`config.mk`:
```
export PLATFORM = sky130hd
export DESIGN_NAME = ara_arbiter
export DESIGN_NICKNAME = d
export VERILOG_FILES = /design/src/core/ara_pkg.sv /design/src/core/ara_result_mem.sv /design/src/core/ara_arbiter.sv
export SDC_FILE = /design/constraint.sdc
export NUM_CORES = 1
export LEC_CHECK = 0
export BUFFER_PORTS_ARGS = -buffer_cell sky130_fd_sc_hd__clkbuf_2
export CORE_MARGIN = 2
export CORE_UTILIZATION = 57
export CTS_CLUSTER_DIAMETER = 60
export DETAILED_ROUTE_END_ITERATION = 7
export PLACE_DENSITY_LB_ADDON = 0.1
export SLEW_MARGIN = 20
export SYNTH_ARGS = -nofsm -noshare
export SYNTH_HDL_FRONTEND = slang
export SYNTH_SLANG_ARGS = --single-unit
```
`constraint.sdc`:
```
create_clock -name pclk -period 2.75 [get_ports pclk]
set_input_delay 0.6875 -clock pclk [delete_from_list [all_inputs] [get_ports pclk]]
set_output_delay 0.6875 -clock pclk [all_outputs]
set_load 0.05 [all_outputs]
```
`src/core/ara_pkg.sv`:
```
package ara_pkg;
  // register byte offsets (word aligned)
  localparam logic [7:0] CTRL_OFF = 8'h00;
  localparam logic [7:0] STAT_OFF = 8'h04;
  localparam logic [7:0] RES_A_OFF = 8'h08;
  localparam logic [7:0] RES_B_OFF = 8'h0C;
  localparam logic [7:0] CMD_OFF = 8'h10;
  localparam logic [7:0] ROUTE_OFF = 8'h14;
  localparam logic [7:0] TEMP_OFF = 8'h18;
  // control register fields (one set per request, selected by write data bit 23)
  localparam int CTRL_EN_BIT = 0;
  localparam int CTRL_MASK_BIT = 1;
  localparam int CTRL_SHOT_BIT = 2;
  localparam int CTRL_IGN_BIT = 3;
  localparam int CTRL_BATT_BIT = 4;
  localparam int CTRL_COIN_BIT = 5;
  localparam int CTRL_DIV_BIT = 6;
  localparam int CTRL_SEL_LO_BIT = 7;
  localparam int CTRL_SEL_HI_BIT = 8;
  localparam int CTRL_PDONE_MSK_BIT = 9;
  localparam int CTRL_SDONE_MSK_BIT = 10;
  localparam int CTRL_EXT_BIT = 23;
  localparam logic [10:0] CTRL_RESET = 11'h000;
  // status fields; done and removal flags clear by writing one
  localparam int STAT_PDONE_BIT = 0;
  localparam int STAT_SDONE_BIT = 1;
  localparam int STAT_BATT_IRQ_BIT = 2;
  localparam int STAT_SENSE_BIT = 3;
  localparam int STAT_BUSY_BIT = 4;
  localparam int STAT_OWNER_BIT = 5;
  // command fields
  localparam int CMD_START_BIT = 0;
  localparam int CMD_SEC_BIT = 1;
  // channel 7 routing codes
  localparam logic [1:0] SEL_LIGHT_A = 2'h0;
  localparam logic [1:0] SEL_DIE_TEMP = 2'h1;
  localparam logic [1:0] SEL_ID_LINE = 2'h2;
  localparam logic [1:0] SEL_LIGHT_B = 2'h3;
  // die temperature scale
  localparam logic [9:0] TEMP_CODE_25C = 10'h2A8;
  localparam int TEMP_UC_PER_LSB = 424400;
  // timing
  localparam int CLK_MHZ = 25;
  localparam int CONV_TIME_US = 8;
  localparam int CONV_CYCLES = CONV_TIME_US * CLK_MHZ;
  localparam int DEBOUNCE_TIME_US = 1000;
  localparam int DEBOUNCE_CYCLES = DEBOUNCE_TIME_US * CLK_MHZ;
  typedef enum logic [1:0] {ARA_IDLE, ARA_CONV_P, ARA_CONV_S} ara_state_t;
endpackage

```
`src/core/ara_result_mem.sv`:
```
`timescale 1ns/10ps
`default_nettype none
module ara_result_mem #(
  parameter int WIDTH = 10
) (
  input wire logic pclk,
  input wire logic presetn,
  input wire logic ce,
  input wire logic wr_en,
  input wire logic wr_addr,
  input wire logic [WIDTH-1:0] wr_data,
  input wire logic rd_addr,
  output logic [WIDTH-1:0] rd_data
);
  logic [WIDTH-1:0] mem [2];

  always_ff @(posedge pclk or negedge presetn) begin
    if (!presetn) begin
      mem[0] <= '0;
      mem[1] <= '0;
    end else if (ce && wr_en) begin
      mem[wr_addr] <= wr_data;
    end
  end

  always_ff @(posedge pclk or negedge presetn) begin
    if (!presetn) begin
      rd_data <= '0;
    end else if (ce) begin
      rd_data <= mem[rd_addr];
    end
  end
endmodule
`default_nettype wire

```
`src/core/ara_arbiter.sv`:
```
// Design decisions made here: the register addresses and the APB interface to the registers.
`timescale 1ns/10ps
`default_nettype none
// Contract
// - removal check runs only while the removal-check enable is set
// - input above 31/32 of bias sets sense; debounced sense raises removal irq
// - coin-cell read enable routes channel 6 to coin cell at 2/3 scale
// - channel 7 source by 2-bit select; half-scale bit for light inputs
// - die temperature reads 680 at 25 C, about 0.4244 C per code
// - one converter shared by primary and secondary requests, kept apart
// - control write with bit 23 set goes to secondary request fields
// - bit 23 reads zero; secondary control fields never read back
// - primary and secondary results in two separate result registers
// - separate maskable done interrupts for primary and secondary
// - earlier-triggered request converts first
// - other-request hw trigger during conversion: mask 1 drops, 0 queues
// - trigger mask does not affect software starts
// - single-shot accepts only first hw trigger; host clears before rearming
// - two queued hw triggers: priority by mask (unmasked first), ties to primary
// - trigger-ignore drops every hw trigger pin transition
// - converter enable low drops hw and sw starts
module ara_arbiter
  import ara_pkg::*;
#(
  parameter int CONV_CNT = CONV_CYCLES,
  parameter int DEBOUNCE_CNT = DEBOUNCE_CYCLES,
  parameter int RES_W = 10
) (
  input wire logic pclk,
  input wire logic presetn,
  input wire logic ce,
  input wire logic psel,
  input wire logic penable,
  input wire logic pwrite,
  input wire logic [7:0] paddr,
  input wire logic [31:0] pwdata,
  output logic [31:0] prdata,
  output logic pready,
  output logic pslverr,
  input wire logic hw_trigger_pin,
  input wire logic batt_over_threshold,
  input wire logic [RES_W-1:0] core_result,
  output logic [2:0] core_channel,
  output logic core_start,
  output logic coin_cell_read_en,
  output logic [1:0] ch7_source_sel,
  output logic ch7_half_scale,
  output logic batt_removal_check_en,
  output logic batt_removal_sense,
  output logic batt_removal_irq,
  output logic primary_done_irq,
  output logic secondary_done_irq
);
  ////////////////////////////////////////////////////////////////////////////
  // bus and control fields
  logic [10:0] ctrl_p;
  logic [10:0] ctrl_s;
  logic pdone;
  logic sdone;
  logic batt_flag;
  logic sense_meta;
  logic sense_pin;
  logic sense_sync;
  logic res_sel;
  logic trig_meta;
  logic trig_sync;
  logic trig_prev;
  logic pend_p;
  logic pend_s;
  logic hw_p;
  logic hw_s;
  logic shot_used_p;
  logic shot_used_s;
  logic [RES_W-1:0] res_rd;
  logic [15:0] conv_cnt;
  logic [24:0] deb_cnt;
  ara_state_t state;
  ara_state_t next_state;

  function automatic logic is_wr(input logic [7:0] off);
    return psel && penable && pready && pwrite && paddr == off;
  endfunction

  function automatic logic [1:0] sel_of(input logic [10:0] c);
    return {c[CTRL_SEL_HI_BIT], c[CTRL_SEL_LO_BIT]};
  endfunction

  wire logic acc = psel && penable;
  wire logic res_rd_req = psel && !pwrite && (paddr == RES_A_OFF || paddr == RES_B_OFF);
  wire logic enable = ctrl_p[CTRL_EN_BIT];
  wire logic start_cmd = is_wr(CMD_OFF) && pwdata[CMD_START_BIT];
  wire logic sw_p = start_cmd && !pwdata[CMD_SEC_BIT] && enable;
  wire logic sw_s = start_cmd && pwdata[CMD_SEC_BIT] && enable;
  wire logic trig_edge = trig_sync && !trig_prev;
  // global switches live in the primary set only
  wire logic trig_ok = trig_edge && enable && !ctrl_p[CTRL_IGN_BIT];
  wire logic busy = state != ARA_IDLE;
  wire logic fin = busy && conv_cnt == 16'(CONV_CNT - 1);
  // each request's hw trigger accepted when not blocked by its mask, its single shot or its own running conversion
  wire logic acc_hw_p = trig_ok && !(ctrl_p[CTRL_SHOT_BIT] && shot_used_p)
    && !(state == ARA_CONV_S && ctrl_p[CTRL_MASK_BIT]) && state != ARA_CONV_P;
  wire logic acc_hw_s = trig_ok && !(ctrl_s[CTRL_SHOT_BIT] && shot_used_s)
    && !(state == ARA_CONV_P && ctrl_s[CTRL_MASK_BIT]) && state != ARA_CONV_S;

  ////////////////////////////////////////////////////////////////////////////
  // control registers; bit 23 steers the write to the secondary set
  always_ff @(posedge pclk or negedge presetn) begin
    if (!presetn) begin
      ctrl_p <= CTRL_RESET;
      ctrl_s <= CTRL_RESET;
    end else if (ce && is_wr(CTRL_OFF)) begin
      if (pwdata[CTRL_EXT_BIT]) begin
        ctrl_s <= pwdata[10:0];
      end else begin
        ctrl_p <= pwdata[10:0];
      end
    end
  end

  always_ff @(posedge pclk or negedge presetn) begin
    if (!presetn) begin
      pready <= 1'b0;
      pslverr <= 1'b0;
      prdata <= 32'h0;
    end else if (ce) begin
      pready <= psel && !pready && !(res_rd_req && !res_sel);
      pslverr <= 1'b0;
      prdata <= 32'h0;
      if (psel && !pready && !pwrite) begin
        case (paddr)
          CTRL_OFF: prdata <= {21'h0, ctrl_p};
          STAT_OFF: prdata <= {26'h0, state == ARA_CONV_S, busy, sense_sync,
                               batt_flag, sdone, pdone};
          ROUTE_OFF: prdata <= {29'h0, ch7_half_scale, ch7_source_sel};
          TEMP_OFF: prdata <= {22'h0, TEMP_CODE_25C};
          RES_A_OFF, RES_B_OFF: prdata <= 32'(res_rd);
          default: pslverr <= 1'b1;
        endcase
      end
      if (acc && pready) begin
        pready <= 1'b0;
      end
    end
  end

  ////////////////////////////////////////////////////////////////////////////
  // trigger pin and sense synchronisers
  always_ff @(posedge pclk or negedge presetn) begin
    if (!presetn) begin
      trig_meta <= 1'b0;
      trig_sync <= 1'b0;
      trig_prev <= 1'b0;
      sense_meta <= 1'b0;
      sense_sync <= 1'b0;
    end else if (ce) begin
      trig_meta <= hw_trigger_pin;
      trig_sync <= trig_meta;
      trig_prev <= trig_sync;
      sense_meta <= batt_over_threshold;
      sense_pin <= sense_meta;
      // gate after the synchroniser so no logic sits ahead of the first flop
      sense_sync <= sense_pin && ctrl_p[CTRL_BATT_BIT];
    end
  end

  ////////////////////////////////////////////////////////////////////////////
  // pending requests and single-shot bookkeeping
  always_ff @(posedge pclk or negedge presetn) begin
    if (!presetn) begin
      pend_p <= 1'b0;
      pend_s <= 1'b0;
      hw_p <= 1'b0;
      hw_s <= 1'b0;
      shot_used_p <= 1'b0;
      shot_used_s <= 1'b0;
    end else if (ce) begin
      if (next_state == ARA_CONV_P && state != ARA_CONV_P) begin
        pend_p <= 1'b0;
      end
      if (next_state == ARA_CONV_S && state != ARA_CONV_S) begin
        pend_s <= 1'b0;
      end
      if (sw_p || acc_hw_p) begin
        pend_p <= 1'b1;
        hw_p <= acc_hw_p && !sw_p;
      end
      if (sw_s || acc_hw_s) begin
        pend_s <= 1'b1;
        hw_s <= acc_hw_s && !sw_s;
      end
      if (!ctrl_p[CTRL_SHOT_BIT]) begin
        shot_used_p <= 1'b0;
      end else if (acc_hw_p) begin
        shot_used_p <= 1'b1;
      end
      if (!ctrl_s[CTRL_SHOT_BIT]) begin
        shot_used_s <= 1'b0;
      end else if (acc_hw_s) begin
        shot_used_s <= 1'b1;
      end
    end
  end

  ////////////////////////////////////////////////////////////////////////////
  // arbitration: a request queued while idle starts at once, so order of arrival
  // decides; simultaneous hw triggers favour unmasked, then primary
  always_comb begin
    next_state = state;
    case (state)
      ARA_IDLE, ARA_CONV_P, ARA_CONV_S: begin
        if (state == ARA_IDLE || fin) begin
          next_state = ARA_IDLE;
          if (pend_p && pend_s && hw_p && hw_s &&
              ctrl_s[CTRL_MASK_BIT] < ctrl_p[CTRL_MASK_BIT]) begin
            next_state = ARA_CONV_S;
          end else if (pend_p) begin
            next_state = ARA_CONV_P;
          end else if (pend_s) begin
            next_state = ARA_CONV_S;
          end
        end
      end
      default: next_state = ARA_IDLE;
    endcase
  end

  always_ff @(posedge pclk or negedge presetn) begin
    if (!presetn) begin
      state <= ARA_IDLE;
      conv_cnt <= 16'h0000;
      core_start <= 1'b0;
    end else if (ce) begin
      state <= next_state;
      core_start <= next_state != ARA_IDLE && (state == ARA_IDLE || fin);
      if (!busy || fin) begin
        conv_cnt <= 16'h0000;
      end else begin
        conv_cnt <= conv_cnt + 16'h0001;
      end
    end
  end

  ////////////////////////////////////////////////////////////////////////////
  // done flags, write one to clear; a finishing conversion wins over the clear
  always_ff @(posedge pclk or negedge presetn) begin
    if (!presetn) begin
      pdone <= 1'b0;
      sdone <= 1'b0;
      primary_done_irq <= 1'b0;
      secondary_done_irq <= 1'b0;
    end else if (ce) begin
      if (fin && state == ARA_CONV_P) begin
        pdone <= 1'b1;
      end else if (is_wr(STAT_OFF) && pwdata[STAT_PDONE_BIT]) begin
        pdone <= 1'b0;
      end
      if (fin && state == ARA_CONV_S) begin
        sdone <= 1'b1;
      end else if (is_wr(STAT_OFF) && pwdata[STAT_SDONE_BIT]) begin
        sdone <= 1'b0;
      end
      primary_done_irq <= pdone && !ctrl_p[CTRL_PDONE_MSK_BIT];
      secondary_done_irq <= sdone && !ctrl_p[CTRL_SDONE_MSK_BIT];
    end
  end

  ////////////////////////////////////////////////////////////////////////////
  // battery removal debounce: sense must hold for the whole period
  always_ff @(posedge pclk or negedge presetn) begin
    if (!presetn) begin
      deb_cnt <= 25'h0000000;
      batt_flag <= 1'b0;
    end else if (ce) begin
      if (!sense_sync) begin
        deb_cnt <= 25'h0000000;
      end else if (deb_cnt != 25'(DEBOUNCE_CNT)) begin
        deb_cnt <= deb_cnt + 25'h0000001;
      end
      if (sense_sync && deb_cnt == 25'(DEBOUNCE_CNT - 1)) begin
        batt_flag <= 1'b1;
      end else if (is_wr(STAT_OFF) && pwdata[STAT_BATT_IRQ_BIT]) begin
        batt_flag <= 1'b0;
      end
    end
  end

  ////////////////////////////////////////////////////////////////////////////
  // routing outputs toward the analog front end
  always_ff @(posedge pclk or negedge presetn) begin
    if (!presetn) begin
      core_channel <= 3'h0;
      coin_cell_read_en <= 1'b0;
      ch7_source_sel <= SEL_LIGHT_A;
      ch7_half_scale <= 1'b0;
      batt_removal_check_en <= 1'b0;
      batt_removal_sense <= 1'b0;
      batt_removal_irq <= 1'b0;
    end else if (ce) begin
      core_channel <= (next_state == ARA_CONV_S) ? 3'h7 : 3'h6;
      coin_cell_read_en <= ctrl_p[CTRL_COIN_BIT];
      ch7_source_sel <= sel_of(ctrl_p);
      // half scaling only means something for the two light inputs
      ch7_half_scale <= ctrl_p[CTRL_DIV_BIT] &&
        (sel_of(ctrl_p) == SEL_LIGHT_A || sel_of(ctrl_p) == SEL_LIGHT_B);
      batt_removal_check_en <= ctrl_p[CTRL_BATT_BIT];
      batt_removal_sense <= sense_sync;
      batt_removal_irq <= batt_flag;
    end
  end

  ////////////////////////////////////////////////////////////////////////////
  // result store: one word per request, read back through the bus
  ara_result_mem #(.WIDTH(RES_W)) u_res (
    .pclk(pclk),
    .presetn(presetn),
    .ce(ce),
    .wr_en(fin),
    .wr_addr(state == ARA_CONV_S),
    .wr_data(core_result),
    .rd_addr(paddr == RES_B_OFF),
    .rd_data(res_rd)
  );

  // result reads take one wait state: the memory's read register lags the address
  always_ff @(posedge pclk or negedge presetn) begin
    if (!presetn) begin
      res_sel <= 1'b0;
    end else if (ce) begin
      res_sel <= res_rd_req && !pready && !res_sel;
    end
  end

  a_sw_needs_enable: assert property (@(posedge pclk) disable iff (!presetn)
    (ce && state == ARA_IDLE && !pend_p && !pend_s && start_cmd && !enable)
      |=> !pend_p && !pend_s)
    else $error("start taken while disabled");
  a_ext_reads_zero: assert property (@(posedge pclk) disable iff (!presetn)
    (pready && res_sel == 1'b0) |-> !prdata[CTRL_EXT_BIT])
    else $error("bit 23 read as one");
  a_fin_done: assert property (@(posedge pclk) disable iff (!presetn)
    (ce && fin && state == ARA_CONV_P) |=> pdone)
    else $error("primary done not set");
  a_ign: assert property (@(posedge pclk) disable iff (!presetn)
    ctrl_p[CTRL_IGN_BIT] |-> !acc_hw_p && !acc_hw_s)
    else $error("trigger accepted while ignored");
  a_mask_drop: assert property (@(posedge pclk) disable iff (!presetn)
    (state == ARA_CONV_P && ctrl_s[CTRL_MASK_BIT]) |-> !acc_hw_s)
    else $error("masked trigger queued");
  a_shot: assert property (@(posedge pclk) disable iff (!presetn)
    (ctrl_p[CTRL_SHOT_BIT] && shot_used_p) |-> !acc_hw_p)
    else $error("second single-shot trigger taken");
  a_deb: assert property (@(posedge pclk) disable iff (!presetn)
    $rose(batt_flag) |-> $past(sense_sync))
    else $error("removal flag without sense");
  a_check_en: assert property (@(posedge pclk) disable iff (!presetn)
    !ctrl_p[CTRL_BATT_BIT] [*3] |-> !sense_sync)
    else $error("sense while check disabled");
endmodule
`default_nettype wire

```
Word level (Yosys, flattened, before mapping)
Index checks and enable logic that the tools add are counted.
W data, S select, Z words.
{"block": "word_totals", "ram_bits": 0, "mem_bits_ro": 0, "output_inout_bits": 47, "register_bits": 150, "n_memories": 0, "inputBits": 58, "latchBits": 0}
{"block": "classes", "n_lt_le_gt_ge": 4, "eq_ne": 19, "bitwise_logic": 3, "n_div": 0, "mux": 34, "mul": 0, "add_sub_neg": 2, "reduce_logical": 103, "shifts": 0}
{"op": "$logic_and A1 B1 Y1", "count": 55}
{"op": "$pmux W11 S5", "count": 1}
{"op": "$mux W25", "count": 2}
{"op": "$mux W10", "count": 4}
{"op": "$reduce_and A2 Y1", "count": 13}
{"op": "$add A25 B1 Y25 const B", "count": 1}
{"op": "$eq A25 B15 Y1 const B", "count": 1}
{"op": "$ne A25 B15 Y1 const B", "count": 1}
{"op": "$eq A8 B5 Y1 const B", "count": 3}
{"op": "$bwmux W20", "count": 1}
{"op": "$mux W1", "count": 18}
{"op": "$add A16 B1 Y16 const B", "count": 1}
{"op": "$eq A16 B8 Y1 const B", "count": 1}
{"op": "$eq A8 B4 Y1 const B", "count": 2}
{"op": "$logic_not A1 Y1", "count": 16}
{"op": "$mux W16", "count": 1}
{"op": "$reduce_bool A2 Y1", "count": 7}
{"op": "$mux W11", "count": 1}
{"op": "$demux W10 S1", "count": 1}
{"op": "$mux W2", "count": 5}
{"op": "$eq A8 B3 Y1 const B", "count": 1}
{"op": "$logic_not A8 Y1", "count": 1}
{"op": "$ne A2 B1 Y1 const B", "count": 4}
{"op": "$eq A2 B2 Y1 const B", "count": 3}
{"op": "other kinds (12)", "count": 21}

Logic depth before layout (Yosys ltp)
{"block": "logic_depth", "word_depth": 11, "ltp_mapped": 6, "depth_no_buf": 6}

Cells and area by module
A second synthesis with hierarchy kept.
{"block": "hier_totals", "hier_cells": 586, "hier_area_um2": 6302.3}
{"module": "ara_arbiter", "seq_area_each_um2": 2432.3, "n_inst": 1, "cells_each": 500, "area_per_inst_um2": 5103.6}
{"module": "ara_result_mem", "seq_area_each_um2": 750.7, "n_inst": 1, "cells_each": 86, "area_per_inst_um2": 1198.6}

Worst setup path after synthesis
OpenSTA, ideal clock, no wires.
{"block": "synth_timing", "path_kind": "input-to-reg", "from": "input paddr[1]", "to": "register ctrl_p[0]", "setup_slack_ns": 0.338, "n_path_buf": 2, "arrival_time_ns": 2.287, "stages": 6, "cell_sequence": "or3_1 > or3_1 > buf_2 > nor4_4 > buf_4 > mux2_2"}
{"block": "synth_between", "elab_chain_cells": 4}
{"item": "start, declared", "line": "ara_arbiter.sv:35", "source": "input wire logic [7:0] paddr,"}
{"item": "$logic_not A8 Y1", "line": "ara_arbiter.sv:81", "source": "return psel && penable && pready && pwrite && paddr == off;"}
{"item": "$logic_and A1 B1 Y1", "line": "ara_arbiter.sv:81"}
{"item": "$logic_and A1 B1 Y1", "line": "ara_arbiter.sv:111", "source": "end else if (ce && is_wr(CTRL_OFF)) begin"}
{"item": "$reduce_and A2 Y1 (no line)"}
{"item": "end signal, assigned", "line": "ara_arbiter.sv:115", "source": "ctrl_p <= pwdata[10:0];"}
{"item": "end, declared", "line": "ara_arbiter.sv:56", "source": "logic [10:0] ctrl_p;"}
No other way between the ends.
A chain may end at the register's enable or synchronous reset.

Final worst setup path
{"block": "layout_timing", "from": "register conv_cnt[12]", "to": "register u_res.mem[19] (netlist bit)"}
{"block": "layout_between", "elab_chain_cells": 3}
{"item": "start, declared", "line": "ara_arbiter.sv:75", "source": "logic [15:0] conv_cnt;"}
{"item": "start signal, assigned", "line": "ara_arbiter.sv:238", "source": "conv_cnt <= conv_cnt + 16'h0001;"}
{"item": "$eq A16 B8 Y1", "line": "ara_arbiter.sv:98", "source": "wire logic fin = busy && conv_cnt == 16'(CONV_CNT - 1);"}
{"item": "$logic_and A1 B1 Y1", "line": "ara_arbiter.sv:98"}
{"item": "$logic_and A1 B1 Y1", "line": "ara_result_mem.sv:21", "source": "end else if (ce && wr_en) begin"}
{"item": "end signal, assigned by index", "line": "ara_result_mem.sv:22", "source": "mem[wr_addr] <= wr_data;"}
{"item": "end, declared", "line": "ara_result_mem.sv:15", "source": "logic [WIDTH-1:0] mem [2];"}
No other way between the ends.

==> out/metrics.cfg <==
[final_layout]
area_delta_synth_final_pct=15.6
finish.net_count=754
diodes=0
nFillCells=821
multi_input_area_um2=3000
fin_cells=846
drive_gt1_share_pct=24.1
utilization_pct=68.3
regArea_um2=3180

[drt]
wl_per_cell_um=18.2
drt_iter0_drc=403
final_antenna_net_count=0
viasPerCell=6.16
first_pass_iters=4
wl_um=15400
drc_errors=0
vias=5208

[global_route]
grt_use_total_pct=26.2
use_met2_pct=42.2
met3_usage_pct=7.33
grt_start_max_net_pins=87
top_usage_layer=met2
grt_pass1_vias=5150
antenna_found_initial=0
grt_pass1_wl_um=25800
grt-ovfl-total=0
grtUsageMet1_pct=34.5

[clocking]
cts_buffer_depth=2
cts-hold-fix-buffers=0
cts_tree=yes
clk_latency_ns=0.42
postCtsSetupBuffers=0
cts_resized=0
path_clk_slew_ns=0.06
clock-root-buffer=clkbuf_16
numCtsBuffers=17
cts_num_sinks=127
h-tree-depth=4

[synth]
synth_cells=627
synth-edff-count=1
syn_area_per_cell_um2=10.4
synth_compound_area_share_pct=15.2
ys.flop_type=dfrtp_1
yosysMostFrequentCell=dfrtp_1
ys_seq_area_share_pct=49.0
yosys.area_share.adder_pct=0.732
synth_top_family_by_area=simple AND/OR/NAND/NOR gates
synth_area_leaders=dfrtp_1 49%, mux2_2 7.3%, buf_4 2.7%
ys_types=67
ys.warnings.count=0
synth_top_area_cell=dfrtp_1
synth-async-reset-ratio_pct=99.2
yosys.area_share.simple_pct=17.6
ys_ff_latch=127
synth_top_area_share_pct=48.6
synth_xor_area_share_pct=1.75
synthMuxAreaShare_pct=9.60
syn-cell-area_um2=6490
synth_commonest_cells=126 x dfrtp_1, 42 x mux2_2, 40 x nor2_1, 37 x nand2_1

[worst_setup_path]
cp_data_arrival_time_ns=2.65
crit_fanout=11
worstSetupPathType=reg2reg
slowest_stage=or3_1
critPathRequiredTime_ns=3.05
critPathCaptureType=flip-flop
slowest_delay_ns=0.64
crit_chain=nor4_1 > nand3_1 > or3_1 > mux2_2
cp-start-kind=flip-flop

[timing]
fmax_mhz=426
period_needed_ns=2.35
fin_worst_skew_ns=0.00665
relSlewSlack_pct=58.3
worstMarginPinSlew_ns=0.616
maxSlewViolCount=0
rsz0062_at_grt=false
period_share_pct=85.4
setup_violations=0
setup-tns-final_ns=0
hold_viol_final=0

[outcome]
status=complete, no violations

[power_and_ir_drop]
p_per_area_nw_per_um2=614
ir_worst_vdd_mv=0.535
p_leak_nw=3.48

[floorplan]
dieArea_um2=12300
io_pins=105
die_x_um=111
coreArea_um2=11000
start_util_pct=59.1
row_count=38
die_y_um=111

[placed_design]
gp_congestion=0.867
place_inst=814
dp.final_hpwl_um=10400
numPortBuffers=63

[hold_path]
holdCritPathClass=in2async

[job]
max_cap_viol_count=0

==> kinds of logic (layout without fill, tap and decap cells) <==
kind of cell,after synthesis,after routing
buffers and inverters,78,137
other,1,21
muxes,57,57
and+or+nand+nor,208,208
DFF,127,127
AOI/OAI and AO/OA,139,139
adders and majority gates,4,4
xor gates and xnor gates,13,13
==> sequential cells by signal, summed over array words and instances (netlist names), 2 cells and up <==
name	flops
ch7_source_sel	2
conv_cnt	16
core_channel	2
ctrl_p	11
ctrl_s	2
deb_cnt	25
prdata	11
state	2
u_res.mem	20
u_res.rd_data	10
==> worst paths after layout <==
kind                                           from                            to  slack [ns]  depth (start not counted)
setup reg to reg           conv_cnt[12]$_DFFE_PN0P_     u_res.mem[19]$_DFFE_PN0P_        0.40                          4
setup / recovery           conv_cnt[12]$_DFFE_PN0P_     u_res.mem[19]$_DFFE_PN0P_        0.40                          4
hold reg to reg              sense_meta$_DFFE_PN0P_           sense_pin$_DFFE_PP_        0.45                          0
min in group pclk            sense_meta$_DFFE_PN0P_           sense_pin$_DFFE_PP_        0.45                          0
max in group asynchronous                   presetn       conv_cnt[9]$_DFFE_PN0P_        2.01                          2
hold / removal                              presetn  batt_removal_irq$_DFFE_PN0P_        0.33                          2
==> routing by layer <==
layer,up-vias,part of all wire [%]
met5,-,0
met1,2593,44
met2,177,49
met3,23,5.8
met4,0,1.9
li1,2415,-
==> cells in the final DEF (no fill, tap or decap), types with 5 or more instances in the layout <==
cell type  count
a211oi_1       6
a21oi_1       25
a22oi_1        8
a31oi_1        7
and2_1         6
buf_4         19
clkbuf_16     17
clkbuf_2      62
conb_1        21
dfrtp_1      126
inv_1         22
inv_6          5
mux2_2        42
mux2i_1       15
nand2_1       37
nand3_1       22
nand4_1       14
nor2_1        40
nor2b_1        6
nor3_1        14
nor4_1        13
o211ai_1       6
o21ai_0       24
o2bb2ai_1     12
o31ai_1        6
or2_2          6
or3_1         16
or4_1          8
xnor2_1        9
==> area by class of cell <==
class / instances / share of cell area (%)
clock buffers: 18 / 5.72
inverters: 23 / 1.15
clock inverters: 14 / 2.08
multi-input cells: 442 / 40.0
flip-flops and latches: 127 / 42.4
well taps: 140 / 2.33
repair buffers: 82 / 6.30
==> stage by stage <==
step	hold slack (ns)	setup WS [ns]	cell area [um^2]	power, W
2_1_floorplan	0.392	0.338	6570	0.00229
3_3_place_gp	0.426	0.210	6920	0.00240
3_5_place_dp	0.443	0.158	6920	0.00241
4_1_cts	0.343	0.410	7500	0.00463
5_1_grt	0.359	0.203	7500	0.00477
6_report	0.327	0.401	7500	0.00460
==> report_power, final <==
group | leakage [nW] | switching [W] | internal [W]
registers | 1.71 | 0.0000719 | 0.00193
clock network | 0.286 | 0.000876 | 0.00135
logic | 1.49 | 0.000259 | 0.000114
total | 3.48 | 0.00121 | 0.00339
==> critical path: cells and delay by family (launching register included) <==
family	cells	cell delay, ns
AND/OR/NAND/NOR	3	1.42
flip-flops	1	0.45
multiplexers	1	0.37
(Power assumes the default switching activity.)
